File: config.mk
export PLATFORM = sky130hd
export DESIGN_NAME = coupler_status_led_driver
export DESIGN_NICKNAME = d
export VERILOG_FILES = /design/src/design/led_pkg.sv /design/src/design/coupler_status_led_driver.sv
export VERILOG_INCLUDE_DIRS = /design/src /design/src/design
export SDC_FILE = /design/constraint.sdc
export NUM_CORES = 1
export LEC_CHECK = 0
export BUFFER_PORTS_ARGS = -buffer_cell sky130_fd_sc_hd__buf_4
export CAP_MARGIN = 20
export CORE_ASPECT_RATIO = 1.75
export CORE_UTILIZATION = 60
export CTS_CLUSTER_DIAMETER = 80
export DETAILED_ROUTE_END_ITERATION = 12
export GPL_ROUTABILITY_DRIVEN = 0
export PLACE_DENSITY_LB_ADDON = 0.15
export SLEW_MARGIN = 10
export SYNTH_ARGS = -nofsm -noshare
export SYNTH_HDL_FRONTEND = slang
export SYNTH_SLANG_ARGS = --single-unit
File: constraint.sdc
create_clock -name ref_clk -period 8.1 [get_ports ref_clk]
set_input_delay 1.62 -clock ref_clk [delete_from_list [all_inputs] [get_ports ref_clk]]
set_output_delay 1.62 -clock ref_clk [all_outputs]
set_load 0.02 [all_outputs]
File: src/design/led_defines.svh
// timing and encoding constants for the status indicator driver
`ifndef LED_DEFINES_SVH
`define LED_DEFINES_SVH
// system clock rate in kHz
`define CLK_KHZ            40000
// base tick period in microseconds
`define TICK_US            25000
// clock cycles per tick
`define TICK_CYCLES        ((`TICK_US * `CLK_KHZ) / 1000)
// flicker tick period in microseconds
`define FLICK_US           5000
`define FLICK_CYCLES       ((`FLICK_US * `CLK_KHZ) / 1000)
// ticks per flashing half period
`define BLINK_TICKS        8
// single flash: on ticks, then whole period in ticks
`define SFLASH_ON_TICKS    8
`define SFLASH_PERIOD      48
// activity stretch length in ticks
`define ACT_STRETCH_TICKS  4
// state codes reported by the slave state machine
`define ST_INIT            4'h1
`define ST_PREOP           4'h2
`define ST_BOOT            4'h3
`define ST_SAFEOP          4'h4
`define ST_OP              4'h8
`endif

File: src/design/led_pkg.sv
// types for the status indicator driver
package led_pkg;
    // run indicator display modes
    typedef enum logic [4:0] {
        MODE_OFF    = 5'h01,
        MODE_BLINK  = 5'h02,
        MODE_SINGLE = 5'h04,
        MODE_ON     = 5'h08,
        MODE_FLICK  = 5'h10
    } run_mode_t;
endpackage : led_pkg

File: src/design/coupler_status_led_driver.sv
// status indicator driver: run LED plus three link/activity LEDs
//
// Summary of operation
// init state keeps run LED dark
// pre-operational blinks run LED evenly
// safe-operational gives short flash, long dark
// operational holds run LED lit
// bootstrap flickers run LED faster
// incoming LED dark without link
// incoming LED steady when linked, idle
// incoming LED flashes during traffic
// outgoing LED dark without link
// outgoing LED steady when linked, idle
// outgoing LED flashes during traffic
// terminal bus LED dark without connection
// terminal bus steady idle, flashing busy
// blink timing from clock divider constants
// activity stretched, overrides steady linked
`timescale 1ns/1ps
`default_nettype none
`include "led_defines.svh"
module coupler_status_led_driver
    import led_pkg::*;
#(
    parameter int TICK_CYCLES  = `TICK_CYCLES,
    parameter int FLICK_CYCLES = `FLICK_CYCLES
) (
    // clock and reset
    input  wire logic       ref_clk,
    input  wire logic       reset,
    // slave state machine state (same clock domain)
    input  wire logic [3:0] esm_state,
    // per port link and activity flags (pins, synchronised here)
    input  wire logic [2:0] link_up,
    input  wire logic [2:0] activity,
    // indicator levels, high lights the LED
    output var  logic       run_led,
    output var  logic [2:0] link_act_led
);
    // port indices: 0 incoming_port, 1 outgoing_port, 2 terminal bus
    localparam int NP = 3;

    // tick dividers
    logic [31:0] tick_cnt, next_tick_cnt;        // base tick divider
    logic [31:0] flick_cnt, next_flick_cnt;      // flicker divider
    logic        tick, next_tick;                // one-cycle base tick
    logic        flick_ph, next_flick_ph;        // flicker phase
    logic [5:0]  phase, next_phase;              // pattern phase counter

    // divider: one-cycle base tick and toggling flicker phase from the single clock
    always_comb begin
        next_tick_cnt  = tick_cnt + 32'h1;
        next_tick      = 1'b0;
        next_flick_cnt = flick_cnt + 32'h1;
        next_flick_ph  = flick_ph;
        next_phase     = phase;
        if (tick_cnt >= 32'(TICK_CYCLES - 1)) begin
            next_tick_cnt = 32'h0;
            next_tick     = 1'b1;
        end
        if (flick_cnt >= 32'(FLICK_CYCLES - 1)) begin
            next_flick_cnt = 32'h0;
            next_flick_ph  = ~flick_ph;
        end
        if (tick) begin
            // phase wraps at the single flash period
            if (phase == 6'(`SFLASH_PERIOD - 1)) begin
                next_phase = 6'h00;
            end else begin
                next_phase = phase + 6'h01;
            end
        end
    end

    // divider registers
    always_ff @(posedge ref_clk or posedge reset) begin
        if (reset) begin
            tick_cnt  <= 32'h0;
            flick_cnt <= 32'h0;
            tick      <= 1'b0;
            flick_ph  <= 1'b0;
            phase     <= 6'h00;
        end else begin
            tick_cnt  <= next_tick_cnt;
            flick_cnt <= next_flick_cnt;
            tick      <= next_tick;
            flick_ph  <= next_flick_ph;
            phase     <= next_phase;
        end
    end

    // even blink: high for BLINK_TICKS, low for BLINK_TICKS
    function automatic logic blink_of(input logic [5:0] ph);
        blink_of = ((ph / 6'(`BLINK_TICKS)) % 6'h02) == 6'h00;
    endfunction : blink_of

    // run indicator mode decode
    run_mode_t mode;
    always_comb begin
        case (esm_state)
            `ST_INIT:   mode = MODE_OFF;
            `ST_PREOP:  mode = MODE_BLINK;
            `ST_SAFEOP: mode = MODE_SINGLE;
            `ST_OP:     mode = MODE_ON;
            `ST_BOOT:   mode = MODE_FLICK;
            default:    mode = MODE_OFF;
        endcase
    end

    // run LED next level
    logic next_run_led;
    always_comb begin
        case (mode)
            MODE_OFF:    next_run_led = 1'b0;
            MODE_BLINK:  next_run_led = blink_of(phase);
            MODE_SINGLE: next_run_led = phase < 6'(`SFLASH_ON_TICKS);
            MODE_ON:     next_run_led = 1'b1;
            MODE_FLICK:  next_run_led = flick_ph;
            default:     next_run_led = 1'b0;
        endcase
    end

    // pin synchronisers: three stages, change accepted when 2nd and 3rd agree
    logic [NP-1:0] lk_s1, lk_s2, lk_s3, lk_q, next_lk_q;
    logic [NP-1:0] ac_s1, ac_s2, ac_s3, ac_q, next_ac_q;
    always_comb begin
        next_lk_q = lk_q;
        next_ac_q = ac_q;
        for (int i = 0; i < NP; i++) begin
            if (lk_s2[i] == lk_s3[i]) begin
                next_lk_q[i] = lk_s3[i];
            end
            if (ac_s2[i] == ac_s3[i]) begin
                next_ac_q[i] = ac_s3[i];
            end
        end
    end

    // activity stretch per port
    logic [2:0]    stretch [NP];       // remaining stretch ticks
    logic [2:0]    next_stretch [NP];
    logic [NP-1:0] next_la_led;        // link/activity next levels
    always_comb begin
        for (int i = 0; i < NP; i++) begin
            next_stretch[i] = stretch[i];
            // new activity reloads, so a single frame is always shown
            if (ac_q[i] && lk_q[i]) begin
                next_stretch[i] = 3'(`ACT_STRETCH_TICKS);
            end else if (tick && stretch[i] != 3'h0) begin
                next_stretch[i] = stretch[i] - 3'h1;
            end
            if (!lk_q[i]) begin
                next_la_led[i] = 1'b0;
            end else if (stretch[i] != 3'h0) begin
                next_la_led[i] = phase[1];
            end else begin
                next_la_led[i] = 1'b1;
            end
        end
    end

    // registers for synchronisers, stretch and outputs
    always_ff @(posedge ref_clk or posedge reset) begin
        if (reset) begin
            lk_s1        <= '0;
            lk_s2        <= '0;
            lk_s3        <= '0;
            lk_q         <= '0;
            ac_s1        <= '0;
            ac_s2        <= '0;
            ac_s3        <= '0;
            ac_q         <= '0;
            run_led      <= 1'b0;
            link_act_led <= '0;
            for (int i = 0; i < NP; i++) begin
                stretch[i] <= 3'h0;
            end
        end else begin
            lk_s1        <= link_up;
            lk_s2        <= lk_s1;
            lk_s3        <= lk_s2;
            lk_q         <= next_lk_q;
            ac_s1        <= activity;
            ac_s2        <= ac_s1;
            ac_s3        <= ac_s2;
            ac_q         <= next_ac_q;
            run_led      <= next_run_led;
            link_act_led <= next_la_led;
            for (int i = 0; i < NP; i++) begin
                stretch[i] <= next_stretch[i];
            end
        end
    end

    // assertions
    a_init_dark: assert property (@(posedge ref_clk) disable iff (reset)
        esm_state == `ST_INIT |=> !run_led)
        else $error("run led lit in init");
    a_op_lit: assert property (@(posedge ref_clk) disable iff (reset)
        esm_state == `ST_OP |=> run_led)
        else $error("run led dark in operational");
    a_preop_blink: assert property (@(posedge ref_clk) disable iff (reset)
        esm_state == `ST_PREOP |=> run_led == blink_of($past(phase)))
        else $error("pre-operational blink wrong");
    a_safeop_flash: assert property (@(posedge ref_clk) disable iff (reset)
        esm_state == `ST_SAFEOP && phase >= 6'(`SFLASH_ON_TICKS) |=> !run_led)
        else $error("single flash lit during dark interval");
    a_boot_flick: assert property (@(posedge ref_clk) disable iff (reset)
        esm_state == `ST_BOOT |=> run_led == $past(flick_ph))
        else $error("bootstrap flicker wrong");
    a_nolink_dark: assert property (@(posedge ref_clk) disable iff (reset)
        !lk_q[0] |=> !link_act_led[0])
        else $error("incoming led lit without link");
    a_out_dark: assert property (@(posedge ref_clk) disable iff (reset)
        !lk_q[1] |=> !link_act_led[1])
        else $error("outgoing led lit without link");
    a_bus_dark: assert property (@(posedge ref_clk) disable iff (reset)
        !lk_q[2] |=> !link_act_led[2])
        else $error("terminal bus led lit without link");
    a_idle_steady: assert property (@(posedge ref_clk) disable iff (reset)
        lk_q[0] && stretch[0] == 3'h0 |=> link_act_led[0])
        else $error("linked idle incoming led not lit");
    a_act_stretch: assert property (@(posedge ref_clk) disable iff (reset)
        ac_q[0] && lk_q[0] |=> stretch[0] == 3'(`ACT_STRETCH_TICKS))
        else $error("activity not stretched");
endmodule : coupler_status_led_driver
`default_nettype wire

==> metrics, run 1 <==
Final WS setup=5.61 ns; top cells by area, synth=dfrtp_1 65%, nor2_1 4.9%, xnor2_1 4.4%; CTS tree=yes; MaxCap Viol Count=0; first-pass GRT wire length=11.7 mm; r2r endpoint=tick_cnt[4]; synthesized area=0.00419 mm2; TritonCTS sink count=between 100 and 150; # port buffers=15; Power, Total=1200 uW; PostCTS Resize Cnt=0; Syn Area/Cell=11.9 um2; initial antenna violation count=0; Synth top area share=0.651; Hold-fix buffers, CTS=0; Final #Nets=424; Reg2Reg Depth=7; GRT Util Overall=0.214; Final Hold Fails=0; setup TNS=0 ns; Setup crit start kind=primary input; status=complete, no violations; fmax=between 400 and 500 MHz; Seq/Total Area, Yosys=0.651; hold_sp=ac_s1[0]; area growth from synthesis to layout=13.9%; Clock Path Buffers=2; clock slew at the register clock pins of the worst setup and hold paths=0.06 ns; WS Path Type=primary input to asynchronous set/reset pin; Die Width=65.2 um; Worst EP arrival=2.88 ns; Int Power=approximately 900 uW; CP endpoint kind=asynchronous set/reset pin; Max Slew Vio Count=0; Min Hold Slack=0.348 ns; Detail Route Antenna Nets=0; CP required=about 8.5 ns; Reg2Reg Setup Slack=5.93 ns; EDFF count, synth=0; RSZ-0062 raised after global routing=false; Die Area=~0.0073 mm2; wire per inst=13.6 um; Synthesis Warnings=0; Die H=113 um; total CTS buffers=9; total wire length=6.66 mm; fin crit share=0.308; drt first pass iters=4; skew final=0.00593 ns; R2R Path Start=tick_cnt[0]; num ports=16; Residual DRC=0; Post-synth top flop=dfrtp_1; Net Sw Power=305 uW; GRT overflow=0; number of global-route vias before repair=2732; largest net degree at the start of global routing=65; post-synthesis register bit count=about 110; Ant. Diodes=0; Via-to-Cell Ratio=about 5.3; most frequent cells after synthesis=109 x dfrtp_1, 55 x nor2_1, 21 x xnor2_1, 20 x inv_1, 18 x a21oi_1; initial DRC count=141; Setup Viol. Count Final=0; Worst Setup EP=lk_s2[0]; P per Cell Area=252 mW/mm2; largest area contributor in the netlist=dfrtp_1; Hold WC Path Type=flop to flop; Lkg Pwr=0.00211 uW; post-CTS repair timing setup buffer count=0; Syn Inst Count=353; Seq pwr share=0.531; crit path max fanout=64; Final min period=between 2 and 2.5 ns; slew margin rel.=0.494; share of cells above drive strength 1=0.0934; Post-synth ARST share=1.00; Synth cell types=36; fillcell total=504; worst-margin pin slew=0.759 ns; VDD IR max=0.145 mV; clk_lat worst skew=0.34 ns; leading cell type by number of instances after synthesis=dfrtp_1; initial core utilization=0.616; via count=around 2600; final instance area=0.00477 mm2; CTS H-tree depth=3; DP Worst Slack=about 5.2 ns; sw frac=0.253; detailed placement HPWL=4.48 mm; Rows=40; core area=0.00681 mm2; Gate power share=0.146; crit path from=reset; placed instance area=between 0.004 and 0.005 mm2; root buf cell=clkbuf_16; clock share of power=0.323
-- state kept, by name (all words and copies together), names as in the netlist --
signal and count:
flick_cnt 32, tick_cnt 32, stretch 9, phase 6, ac_q 3, ac_s1 3, ac_s2 3, ac_s3 3
link_act_led 3, lk_q 3, lk_s1 3, lk_s2 3, lk_s3 3, flick_ph 1, run_led 1, tick 1
-- power by group through the flow --
stage / Combinational, uW / Clock [uW] / Sequential [uW]
after CTS: 180 / 397 / 639
after detailed placement: 178 / 0 / 648
after global routing: 205 / 419 / 645
after floorplan: 132 / 0 / 644
after global placement: 167 / 0 / 645
final: 176 / 389 / 639
-- cells in the final DEF, fill, tap and decap left out, types with 4 or more instances in the layout --
cell type  count
maj3_1         6
o21ai_0        6
inv_1         19
nor4_1         9
conb_1        26
nor3_1         5
xnor2_1       21
and3_1         4
buf_4         18
nand3_1       17
nor2_1        55
nand2b_1       4
nand4_1       10
clkbuf_16      9
xor2_1        17
dfrtp_1      109
ha_1           9
a21oi_1       18
nand2_1       13
-- through the flow --
| stage | cells | utilization |
|---|---|---|
| 2_1_floorplan | 378 | - |
| 3_3_place_gp | 476 | 0.663 |
| 3_5_place_dp | 476 | 0.663 |
| 4_1_cts | 491 | 0.701 |
| 5_1_grt | 491 | 0.701 |
| 6_report | 491 | 0.701 |
-- cell families (layout without fill, tap and decap cells) --
kind of cell	count (synthesis)	in the layout	share of synthesized area
and+or+nand+nor	125	125	0.144
muxes	2	2	0.00537
other	1	26	0.000895
xor gates and xnor gates	38	38	0.0794
buffers and inverters	24	53	0.0218
AOI/OAI and AO/OA	39	39	0.0567
DFF	109	109	0.651
adders and majority gates	15	15	0.0412
-- worst min-delay path by stage --
stage | to | slack (ns) | depth (start not counted)
after floorplan | ac_s2[0] | 0.33 | 0
after global placement | ac_s2[1] | 0.33 | 0
after detailed placement | ac_s2[0] | 0.34 | 0
after CTS | ac_s2[0] | 0.35 | 0
after global routing | ac_s2[1] | 0.36 | 0
final | ac_s2[0] | 0.35 | 0
-- routing by layer --
layer | share of wire | track usage | up-vias
met4 | 0.031 | 0.133 | 0
met3 | 0.019 | 0.0407 | 17
met5 | 0 | 0 | -
met1 | 0.40 | 0.239 | 1272
met2 | 0.55 | 0.366 | 34
li1 | - | - | 1258
-- final cells by class --
type                       count  area, um2  share of cell area
tap                           84        105              0.0220
sequential                   109       2730               0.572
timing repair buffer          18        135              0.0283
clock inverter                 2       10.0             0.00210
clock buffer                  13        250              0.0525
multi-input combinational    245       1470               0.307
inverter                      20       77.6              0.0163
-- worst max-delay path, cell delays in order --
cell and delay [ns]:
buf_4 0.12, inv_4 0.39, buf_4 0.71
Power figures use the tool's default switching activity.
==> run 2: changes to the inputs <==
--- a/config.mk
+++ b/config.mk
@@ -6,6 +6,7 @@
 export SDC_FILE = /design/constraint.sdc
 export NUM_CORES = 1
 export LEC_CHECK = 0
+export ABC_AREA = 1
 export BUFFER_PORTS_ARGS = -buffer_cell sky130_fd_sc_hd__buf_4
 export CAP_MARGIN = 20
 export CORE_ASPECT_RATIO = 1.75
==> constraint.sdc (replaced) <==
create_clock -name ref_clk -period 2.61 [get_ports ref_clk]
set_input_delay 0.522 -clock ref_clk [delete_from_list [all_inputs] [get_ports ref_clk]]
set_output_delay 0.522 -clock ref_clk [all_outputs]
set_load 0.02 [all_outputs]
==> metrics, run 2 <==
root buf cell=clkbuf_16; Die Area=0.00793 mm2 (+8.1%); P per Cell Area=759 mW/mm2 (+200%); initial core utilization=0.623 (+0.00753); Die H=117 um (+4.0%); via count=2999 (+16%); skew final=0.00498 ns (-0.000941 ns); VDD IR max=0.537 mV (+270%); Setup crit start kind=flop; biggest regs=flick_cnt (32), tick_cnt (32), stretch (9); Detail Route Antenna Nets=0 (unchanged); total wire length=7.43 mm (+12%); Synthesis Warnings=0 (unchanged); Die Width=67.8 um (+4.0%); core area=0.00728 mm2 (+7.0%); CP endpoint kind=flop; RSZ-0062 raised after global routing=false; Synth top area share=0.601 (-0.0501); post-CTS repair timing setup buffer count=0 (unchanged); WS Path Type=flop to flop; Post-synth ARST share=1.00 (unchanged); TritonCTS sink count=109 (unchanged); Hold-fix buffers, CTS=0 (unchanged); Syn Inst Count=452 (+28%); detailed placement HPWL=5.13 mm (+15%); area growth from synthesis to layout=14.3%; clk_lat worst skew=0.35 ns (about the same); first-pass GRT wire length=12.7 mm (+9.0%); DP Worst Slack=0.860 ns (-4.29 ns); Synth cell types=33 (-8.3%); Lkg Pwr=0.00234 uW (+11%); setup TNS=0 ns (unchanged); leading cell type by number of instances after synthesis=dfrtp_1; # port buffers=15 (unchanged); Post-synth top flop=dfrtp_1; MaxCap Viol Count=0 (unchanged); CP required=2.83 ns (-5.65 ns); GR Util met2=0.408 (+0.0423); fin crit share=0.661; Worst EP arrival=1.94 ns (-0.94 ns); most frequent cells after synthesis=109 x dfrtp_1, 85 x nor2_1, 75 x nand2_1, 41 x inv_1, 24 x xor2_1; GR peak layer=met2; Clock Path Buffers=2 (unchanged); initial DRC count=213 (+51%); slew margin rel.=0.583 (+0.0897); CTS tree=yes; worst-margin pin slew=0.623 ns (-0.136 ns); Hold WC Path Type=primary input to asynchronous set/reset pin; Final WS setup=0.885 ns (-4.72 ns); Ant. Diodes=0 (unchanged); largest net degree at the start of global routing=44 (-32%); wire per inst=12.6 um (-7.3%); initial antenna violation count=0 (unchanged); Seq/Total Area, Yosys=0.601 (-0.0501); Setup Viol. Count Final=0 (unchanged); synthesized area=0.00454 mm2 (+8.3%); largest area contributor in the netlist=dfrtp_1; met3 track demand over resource=0.0349 (-0.00577); crit path max fanout=21 (-67%); most frequent cells in the layout=109 x dfrtp_1, 85 x nor2_1, 75 x nand2_1; Final Hold Fails=0 (unchanged); met1 usage=0.222 (-0.0166); fmax=580 MHz; Via-to-Cell Ratio=5.07 (-3.5%); share of cells above drive strength 1=0.117 (+0.0235); top cells by area, synth=dfrtp_1 60%, nor2_1 7.0%, nand2_1 6.2%; Syn Area/Cell=10.0 um2 (-15%); clock slew at the register clock pins of the worst setup and hold paths=0.07 ns (about the same); EDFF count, synth=0 (unchanged); Final #Nets=522 (+23%); total CTS buffers=9 (unchanged); GRT overflow=0 (unchanged); post-synthesis register bit count=109 (unchanged); Max Slew Vio Count=0 (unchanged); number of global-route vias before repair=3145 (+15%); CTS H-tree depth=3 (unchanged); drt first pass iters=4 (unchanged); Residual DRC=0 (unchanged); GRT Util Overall=0.220 (+0.00563); Rows=41 (+2.5%); Power, Total=3930 uW (+230%); status=complete, no violations; num ports=16 (unchanged); Final min period=between 1.5 and 2 ns; PostCTS Resize Cnt=0 (unchanged); most common cell after layout, fill and taps aside=dfrtp_1
## run 2: cell count changes after synthesis, moves of 4 or more
cell	previous run	this run
nor2_1	55	85
nand2_2	0	5
nand2_1	13	75
nand2b_1	4	0
a21oi_1	18	9
nor4_1	9	1
xnor2_1	21	4
nor2_2	0	14
o21ai_0	7	12
and3_1	4	0
xor2_1	17	24
inv_1	20	41
## run 2: per-stage QoR
stage / std cells / utilization / area [um2] / hold WS (ns)
floorplan: 477 / - / 4640 / 0.331
global placement: 576 / 0.666 / 4850 / 0.333
detailed placement: 576 / 0.666 / 4850 / 0.336
CTS: 591 / 0.712 / 5190 / 0.270
global route: 591 / 0.712 / 5190 / 0.273
finish: 591 / 0.712 / 5190 / 0.256
## run 2: where the power goes
group | internal, uW | switching, uW | total (uW) | leakage, uW
Combinational | 201 | 269 | 470 | 0.000823
Sequential | 1860 | 95.6 | 1950 | 0.00136
Clock | 931 | 579 | 1510 | 0.000154
## run 2: cell families (layout without fill, tap and decap cells)
family | Yosys count | in the layout | share of synthesized area
AOI/OAI and AO/OA | 34 | 34 | 0.0458
xor gates and xnor gates | 28 | 28 | 0.0540
adders and majority gates | 15 | 15 | 0.0380
buffers and inverters | 46 | 74 | 0.0455
DFF | 109 | 109 | 0.601
other | 1 | 26 | 0.000826
and+or+nand+nor | 219 | 219 | 0.215
## run 2: cell type report
| class | count | area [um2] |
|---|---|---|
| sequential | 109 | 2730 |
| fill | 554 | 2100 |
| multi-input combinational | 322 | 1700 |
| clock buffer | 9 | 225 |
| inverter | 42 | 161 |
| timing repair buffer | 17 | 153 |
| clock inverter | 6 | 113 |
| tap | 86 | 108 |
## run 2: critical path: stages (launching register included)
cell and delay [ns]:
dfrtp_1 0.44, ha_1 0.23, nand3_2 0.14, o21ai_0 0.17, nand2_1 0.07, nand2_1 0.06
nand2_1 0.05, nand2_2 0.32, nor2_1 0.09
## run 2: final timing paths
kind,start,to,slack (ns),cells after the start
max,tick_cnt[0],tick_cnt[7],0.88,8
min,reset,lk_s3[0],0.26,2
max reg2reg,tick_cnt[0],tick_cnt[7],0.88,8
min reg2reg,lk_s1[2],lk_s2[2],0.35,0
max in group asynchronous,reset,flick_cnt[24],1.75,3
min in group ref_clk,link_up[1],lk_s1[1],0.27,1
## run 2: routing by layer
layer / part of all wire / vias up
met1: 0.39 / 1444
met4: 0.023 / 0
met2: 0.56 / 40
met5: 0 / -
li1: - / 1504
met3: 0.023 / 11
